File: config.mk
export PLATFORM = sky130hd
export DESIGN_NAME = watchdog_timer_regs
export DESIGN_NICKNAME = d
export VERILOG_FILES = /design/src/hdl/watchdog_pkg.sv /design/src/hdl/input_sync.sv /design/src/hdl/tick_gen.sv /design/src/hdl/watchdog_timer_regs.sv
export SDC_FILE = /design/constraint.sdc
export NUM_CORES = 1
export LEC_CHECK = 0
export ABC_AREA = 1
export BUFFER_PORTS_ARGS = -buffer_cell sky130_fd_sc_hd__buf_2
export CORE_UTILIZATION = 47
export CTS_CLUSTER_SIZE = 20
export DETAILED_ROUTE_END_ITERATION = 10
export HOLD_SLACK_MARGIN = 0.15
export PLACE_DENSITY = 0.73
export SYNTH_ARGS = -nofsm -noshare
export SYNTH_HDL_FRONTEND = slang
export SYNTH_SLANG_ARGS = --single-unit
File: constraint.sdc
create_clock -name core_clk -period 4.22 [get_ports core_clk]
set_input_delay 0.633 -clock core_clk [delete_from_list [all_inputs] [get_ports core_clk]]
set_output_delay 0.633 -clock core_clk [all_outputs]
set_load 0.03 [all_outputs]
File: src/hdl/watchdog_pkg.sv
package watchdog_pkg;

	// ----------------------------------------
	// Timing
	// ----------------------------------------
	localparam int CLK_PERIOD_NS   = 100;
	localparam int CLK_HZ          = 10_000_000;
	localparam int TICK_US_NS      = 1_000;
	localparam int TICK_MS_NS      = 1_000_000;
	localparam int SIM_CLK_HZ      = 1_000_000;
	localparam int US_TICK_CYCLES  = (TICK_US_NS + CLK_PERIOD_NS - 1) / CLK_PERIOD_NS;
	localparam int MS_TICK_CYCLES  = (TICK_MS_NS + CLK_PERIOD_NS - 1) / CLK_PERIOD_NS;
	localparam int SIM_TICK_CYCLES = CLK_HZ / SIM_CLK_HZ;
	localparam int TICK_CNT_W      = 16;

	// ----------------------------------------
	// Register map, byte addresses
	// ----------------------------------------
	localparam logic [15:0] ADDR_CTRL_LO = 16'h3000;
	localparam logic [15:0] ADDR_CTRL_HI = 16'h3001;
	localparam logic [15:0] ADDR_KICK    = 16'h3002;
	localparam logic [15:0] ADDR_COUNT   = 16'h3004;
	localparam logic [15:0] ADDR_LOAD    = 16'h3008;

	// ----------------------------------------
	// Control fields and reset values
	// ----------------------------------------
	localparam int          CTRL_EN_BIT   = 0;
	localparam int          CTRL_STS_BIT  = 1;
	localparam int          CTRL_SIM_BIT  = 2;
	localparam int          CTRL_UNIT_BIT = 3;
	localparam logic [31:0] COUNT_RESET   = 32'hFFFF_FFFF;
	localparam logic [31:0] LOAD_RESET    = 32'hFFFF_FFFF;
	localparam logic [31:0] COUNT_ZERO    = 32'h0000_0000;
	localparam logic [31:0] COUNT_STEP    = 32'h0000_0001;
	localparam logic [7:0]  BYTE_ZERO     = 8'h00;

	// Byte-wide register port request
	typedef struct packed {
		logic        wr;
		logic        rd;
		logic [15:0] addr;
		logic [7:0]  wdata;
	} reg_req_t;

	// Address falls in the aligned word at base
	function automatic logic in_word(input logic [15:0] addr, input logic [15:0] base);
		return addr[15:2] == base[15:2];
	endfunction

	// Select one byte of a word
	function automatic logic [7:0] get_byte(input logic [31:0] w, input logic [1:0] lane);
		return w[lane*8 +: 8];
	endfunction

	// Replace one byte of a word
	function automatic logic [31:0] set_byte(input logic [31:0] w, input logic [1:0] lane, input logic [7:0] b);
		logic [31:0] r;
		r = w;
		r[lane*8 +: 8] = b;
		return r;
	endfunction

endpackage

File: src/hdl/input_sync.sv
`timescale 1ns/10ps
module input_sync
	import watchdog_pkg::*;
(
	// Clock and reset
	input  wire logic core_clk,
	input  wire logic reset_n,
	// Pin side
	input  wire logic pin_in,
	// Core side
	output logic      level
);

	typedef struct packed {
		logic s1;
		logic s2;
		logic s3;
		logic level;
	} sync_state_t;

	sync_state_t cur;
	sync_state_t next_cur;

	// Three stages; a change counts once the second and third agree
	always_comb begin
		next_cur    = cur;
		next_cur.s1 = pin_in;
		next_cur.s2 = cur.s1;
		next_cur.s3 = cur.s2;
		if (cur.s2 == cur.s3) begin
			next_cur.level = cur.s3;
		end
	end

	always_ff @(posedge core_clk or negedge reset_n) begin
		if (!reset_n) begin
			cur <= '0;
		end else begin
			cur <= next_cur;
		end
	end

	assign level = cur.level;
endmodule // input_sync

File: src/hdl/tick_gen.sv
`timescale 1ns/10ps
module tick_gen
	import watchdog_pkg::*;
#(
	parameter int US_CYCLES  = US_TICK_CYCLES,
	parameter int MS_CYCLES  = MS_TICK_CYCLES,
	parameter int SIM_CYCLES = SIM_TICK_CYCLES
) (
	// Clock and reset
	input  wire logic core_clk,
	input  wire logic reset_n,
	// Control
	input  wire logic run,
	input  wire logic sel_us,
	input  wire logic sel_sim,
	// Tick out
	output logic      tick
);

	typedef struct packed {
		logic [TICK_CNT_W-1:0] cnt;
		logic                  tick;
	} tick_state_t;

	tick_state_t           cur;
	tick_state_t           next_cur;
	logic [TICK_CNT_W-1:0] last;

	// Divider held at zero while stopped, standing in for a gated clock
	always_comb begin
		next_cur      = cur;
		next_cur.tick = 1'b0;
		if (sel_sim) begin
			last = TICK_CNT_W'(SIM_CYCLES - 1);
		end else if (sel_us) begin
			last = TICK_CNT_W'(US_CYCLES - 1);
		end else begin
			last = TICK_CNT_W'(MS_CYCLES - 1);
		end
		if (!run) begin
			next_cur.cnt = '0;
		end else if (cur.cnt >= last) begin
			next_cur.cnt  = '0;
			next_cur.tick = 1'b1;
		end else begin
			next_cur.cnt = cur.cnt + 1'b1;
		end
	end

	always_ff @(posedge core_clk or negedge reset_n) begin
		if (!reset_n) begin
			cur <= '0;
		end else begin
			cur <= next_cur;
		end
	end

	assign tick = cur.tick;
endmodule // tick_gen

File: src/hdl/watchdog_timer_regs.sv
`timescale 1ns/10ps
module watchdog_timer_regs
	import watchdog_pkg::*;
#(
	parameter int MS_CYCLES = MS_TICK_CYCLES
) (
	// Clock and reset
	input  wire logic              core_clk,
	input  wire logic              reset_n,
	// Register port
	input  wire watchdog_pkg::reg_req_t reg_req,
	output logic [7:0]             rd_data,
	// Reset generator
	input  wire logic              wdt_reset_flag,
	output logic                   system_reset_req,
	// Oscillator control
	output logic                   fast_osc_enable
);
	import watchdog_pkg::*;

	typedef struct packed {
		logic        unit_us;
		logic        sim;
		logic        status;
		logic        enable;
		logic        en_q;
		logic        kick_q;
		logic        flag_prev;
		logic        reset_req;
		logic [31:0] load;
		logic [31:0] count;
		logic [31:0] snap;
		logic [7:0]  rd_data;
	} wdt_state_t;

	wdt_state_t cur;
	wdt_state_t next_cur;
	logic       tick;
	logic       flag_level;
	logic       wr_ok;
	logic       sts_clear;
	logic       sts_set;
	logic       underflow;
	logic       load_wr;
	logic [7:0] ctrl_rd;

	// ----------------------------------------
	// Helpers
	// ----------------------------------------
	// Reset cause arrives from the reset generator, another domain
	input_sync u_flag_sync (
		.core_clk (core_clk),
		.reset_n  (reset_n),
		.pin_in   (wdt_reset_flag),
		.level    (flag_level)
	);

	// Tick follows the synchronised enable, not the raw bit
	tick_gen #(
		.MS_CYCLES (MS_CYCLES)
	) u_tick (
		.core_clk (core_clk),
		.reset_n  (reset_n),
		.run      (cur.en_q),
		.sel_us   (cur.unit_us),
		.sel_sim  (cur.sim),
		.tick     (tick)
	);

	// ----------------------------------------
	// Register and counter logic
	// ----------------------------------------
	always_comb begin
		next_cur         = cur;
		next_cur.rd_data = BYTE_ZERO;
		next_cur.kick_q  = 1'b0;
		next_cur.en_q    = cur.enable;
		// Pending status locks out writes except the clear itself
		// write lockout
		wr_ok     = reg_req.wr && !cur.status;
		sts_clear = 1'b0;
		load_wr   = 1'b0;
		ctrl_rd                = BYTE_ZERO;
		ctrl_rd[CTRL_EN_BIT]   = cur.enable;
		ctrl_rd[CTRL_STS_BIT]  = cur.status;
		ctrl_rd[CTRL_SIM_BIT]  = cur.sim;
		ctrl_rd[CTRL_UNIT_BIT] = cur.unit_us;

		// Reads; kick, control high byte and unmapped bytes give zero
		// zero reads
		if (reg_req.rd) begin
			if (reg_req.addr == ADDR_CTRL_LO) begin
				next_cur.rd_data = ctrl_rd;
			end else if (in_word(reg_req.addr, ADDR_COUNT)) begin
				if (reg_req.addr[1:0] == 2'h0) begin
					next_cur.snap    = cur.count;
					next_cur.rd_data = get_byte(cur.count, 2'h0);
				end else begin
					next_cur.rd_data = get_byte(cur.snap, reg_req.addr[1:0]);
				end
			end else if (in_word(reg_req.addr, ADDR_LOAD)) begin
				next_cur.rd_data = get_byte(cur.load, reg_req.addr[1:0]);
			end
		end

		if (reg_req.wr && reg_req.addr == ADDR_CTRL_LO) begin
			sts_clear = reg_req.wdata[CTRL_STS_BIT];
		end

		// Writes; reserved space and read-only count are ignored
		// address decode
		if (wr_ok) begin
			if (reg_req.addr == ADDR_CTRL_LO) begin
				next_cur.enable  = reg_req.wdata[CTRL_EN_BIT];
				next_cur.sim     = reg_req.wdata[CTRL_SIM_BIT];
				next_cur.unit_us = reg_req.wdata[CTRL_UNIT_BIT];
			end else if (reg_req.addr == ADDR_KICK) begin
				next_cur.kick_q = cur.enable;
			end else if (in_word(reg_req.addr, ADDR_LOAD) && !cur.enable) begin
				next_cur.load = set_byte(cur.load, reg_req.addr[1:0], reg_req.wdata);
				load_wr       = 1'b1;
			end
		end

		underflow = tick && cur.en_q && (cur.count == COUNT_ZERO);

		// Counter: load write, activation, kick, then tick
		// reload and count
		if (load_wr) begin
			next_cur.count = next_cur.load;
		end else if (cur.enable && !cur.en_q) begin
			next_cur.count = cur.load;
		end else if (cur.en_q && cur.kick_q) begin
			next_cur.count = cur.load;
		end else if (underflow) begin
			next_cur.count = cur.load;
		end else if (tick && cur.en_q) begin
			next_cur.count = cur.count - COUNT_STEP;
		end

		// Reset request holds until the device reset takes it down
		if (underflow) begin
			next_cur.reset_req = 1'b1;
		end

		// A set in the same cycle as a clear wins
		// status set
		next_cur.flag_prev = flag_level;
		sts_set = underflow || (flag_level && !cur.flag_prev);
		if (sts_clear) begin
			next_cur.status = 1'b0;
		end
		if (sts_set) begin
			next_cur.status = 1'b1;
		end
	end

	always_ff @(posedge core_clk or negedge reset_n) begin
		if (!reset_n) begin
			cur       <= '0;
			cur.load  <= LOAD_RESET;
			cur.count <= COUNT_RESET;
			cur.snap  <= COUNT_RESET;
		end else begin
			cur <= next_cur;
		end
	end

	// ----------------------------------------
	// Outputs
	// ----------------------------------------
	assign rd_data          = cur.rd_data;
	assign system_reset_req = cur.reset_req;
	assign fast_osc_enable  = cur.en_q && (cur.unit_us || cur.sim);
endmodule // watchdog_timer_regs

==> results.sh <==
export IMPL_num_rows=50
export IMPL_fin_cells=1599
export IMPL_total_power_mw=3.03
export IMPL_synth_largest_area_cell="dfstp_2"
export IMPL_fmax_mhz=328
export IMPL_drv_slew=0
export IMPL_fill_cells=1870
export IMPL_synth_top_area_share=0.274
export IMPL_power_leakage_nw=4.59
export IMPL_synth_nets=1358
export IMPL_cpPeakStageDelay_ps=600
export IMPL_finalCritPeriodShare=0.722
export IMPL_wl_um=28000
export IMPL_tns_ps=0
export IMPL_synthArstFlopShare=1.00
export IMPL_hold_viol_final=0
export IMPL_cts_sinks=133
export IMPL_grt_max_degree=109
export IMPL_pre_cts_slack_ps=828
export IMPL_cts_made_buffers=17
export IMPL_ir_worst_vdd_mv=0.264
export IMPL_grt_pass1_vias=8278
export IMPL_power_density_mw_per_mm2=301
export IMPL_setup_viol=0
export IMPL_setup_slack_ps=1170
export IMPL_cp_arrival_ps=3420
export IMPL_routed_via_density=5.52
export IMPL_cts_root_buf="clkbuf_16"
export IMPL_worst_slew_pin_slew_ps=1100
export IMPL_cts_tree="yes"
export IMPL_synth_commonest_cells="461 x nand2_1, 135 x nand3_1, 105 x inv_1"
export IMPL_cp_slowest_cell="inv_2"
export IMPL_grt_first_pass_wirelength_um=44800
export IMPL_yosysUniqueCellTypes=49
export IMPL_n_antenna_cell=0
export IMPL_grt_antenna_before_repair=0
export IMPL_remaining_drc_errors=0
export IMPL_yosysWarnings=0
export IMPL_yosysMostFrequentCell="nand2_1"
export IMPL_cts_setup_buffers=0
export IMPL_clk_pin_slew_worst_paths_ps=70
export IMPL_die_area_mm2=0.0201
export IMPL_die_h_um=142
export IMPL_finalCriticalPeriod_ps=3050
export IMPL_holdCritStartpoint="wdt_reset_flag"
export IMPL_core_area_mm2=0.0190
export IMPL_htreeDepth=4
export IMPL_synth_area_leaders="dfstp_2 27%, nand2_1 19%, dfrtp_1 10%"
export IMPL_dr_pass1_iters=7
export IMPL_wl_per_cell_um=17.5
export IMPL_cts_hold_buffers=0
export IMPL_synthesis_area_mm2=0.00920
export IMPL_port_buffers=38
export IMPL_die_x_um=142
export IMPL_layout_drive_gt1_share=0.196
export IMPL_startpoint="reg_req[9]"
export IMPL_cp_data_required_time_ps=4590
export IMPL_crit_fanout=33
export IMPL_initial_core_util=0.485
export IMPL_status="finished, final reports clean"
export IMPL_drt_initial_drc_count=1011
export IMPL_clk_latency_ps=440
export IMPL_place_gp_congestion=0.987
export IMPL_ys_ff_latch=133
export IMPL_vias=8825
export IMPL_holdWs_ps=297
export IMPL_critPathCaptureType="flip-flop"
export IMPL_fin_skew_ps=10.2
export IMPL_crit_path_start_kind="primary input"
export IMPL_timing_rr_start="ctrl_rd[0]"
export IMPL_track_usage=0.295
export IMPL_avgSynthCellArea_um2=6.99
export IMPL_synth_edf_count=0
export IMPL_cts_resized=0
export IMPL_ant_nets=0
export IMPL_critPathKind="primary input to flip-flop"
export IMPL_cts_path_max_buffers=2
export IMPL_cap_viol_max_count=0
export IMPL_rsz0062_at_grt="no"
export IMPL_areaGrowthSynthToFinish_pct=9.43
export IMPL_worstPathCellList="buf_2 > clkinv_1 > ha_1 > nand3_1 > nand2_2 > nor2_4 > inv_2 > nand3_4 > inv_2 > nand2_1 > nand2_1"
export IMPL_layout_nets=1368
export IMPL_syn_inst=1316
export IMPL_synth_seq_area_share=0.375
export IMPL_placedCellCount=1567
export IMPL_yosys_most_used_dff="dfstp_2"
export IMPL_dpl_hpwl_um=20200
export IMPL_hold_path_class="primary input to flip-flop"
export IMPL_io_pins=39
export IMPL_grt_overflow=0
export IMPL_slew_headroom=0.266
==> path summary, 6_finish.rpt <==
check	endpoint	slack [ps]	cells after the start
min in group asynchronous	cur[105]	310	1
min	u_flag_sync.cur[3]	300	1
max	cur[66]	1170	11
max in group asynchronous	cur[64]	2920	2
min reg2reg	u_flag_sync.cur[2]	370	0
max reg2reg	cur[66]	1380	10
==> sequential cells by signal (all words and copies together) (netlist names) <==
register / cells
u_flag_sync.cur: 3
system_reset_req: 1
u_tick.tick: 1
rd_data: 8
cur: 99
u_flag_sync.level: 1
u_tick.cur: 16
ctrl_rd: 4
==> per-stage QoR <==
| stage | area, um^2 | utilization |
|---|---|---|
| 4_1_cts | 10100 | 0.531 |
| 5_1_grt | 10100 | 0.531 |
| 6_report | 10100 | 0.531 |
| 2_1_floorplan | 9200 | - |
| 3_3_place_gp | 9450 | 0.498 |
| 3_5_place_dp | 9450 | 0.498 |
==> power by group <==
group | switching (mW) | total, mW | internal (mW)
Combinational | 0.115 | 0.152 | 0.0369
Clock | 0.643 | 1.59 | 0.948
Sequential | 0.00190 | 1.29 | 1.28
==> routing by layer <==
| metal | vias to the layer above | GRT usage | part of all wire |
|---|---|---|---|
| li1 | 4236 | - | - |
| met1 | 4142 | 0.403 | 0.44 |
| met2 | 386 | 0.450 | 0.44 |
| met3 | 59 | 0.0688 | 0.085 |
| met4 | 2 | 0.119 | 0.031 |
| met5 | - | 0 | 0.0014 |
==> layout make-up <==
class,instances,area [um^2],area share
inverter,119,447,0.0444
clock inverter,14,189,0.0188
timing repair buffer,52,302,0.0300
sequential,133,3450,0.343
multi-input combinational,1003,4920,0.489
tap,260,325,0.0323
clock buffer,18,429,0.0426
==> kinds of logic (layout without fill, tap and decap cells) <==
group / after synthesis / in the layout / share of synthesized area
flip-flops: 133 / 133 / 0.375
AND/OR/NAND/NOR: 810 / 810 / 0.401
XOR/XNOR: 23 / 23 / 0.0219
other: 1 / 1 / 0.000408
adder cells (fa/ha/maj): 14 / 14 / 0.0188
AO/OA/AOI/OAI: 155 / 155 / 0.0931
buffers and inverters: 180 / 203 / 0.0897
==> critical path, delay by kind of cell <==
kind	cells	cell delay, ps
and+or+nand+nor	6	1410
buffers and inverters	4	1190
adders and majority gates	1	160
==> cells in the final DEF (no fill, tap or decap), drive strengths merged, types with 2 or more instances in the layout <==
cell      Yosys  routed
xor2         20      20
ha           13      13
dfstp        96      96
buf          43      52
a21oi        49      49
o211a         3       3
nand2       486     486
nand3       158     158
and2          6       6
o211ai        6       6
inv         116     123
nand4        16      16
clkbuf       18      18
xnor2         3       3
nand3b        4       4
clkinvlp      0       2
o21ai        87      87
bufinv        0       3
o31ai         2       2
nor4          3       3
dfrtp        37      37
nor2        122     122
a21boi        2       2
a221oi        3       3
clkinv        3       5
nor3         12      12
No activity file was read; power rests on OpenSTA's default activity.
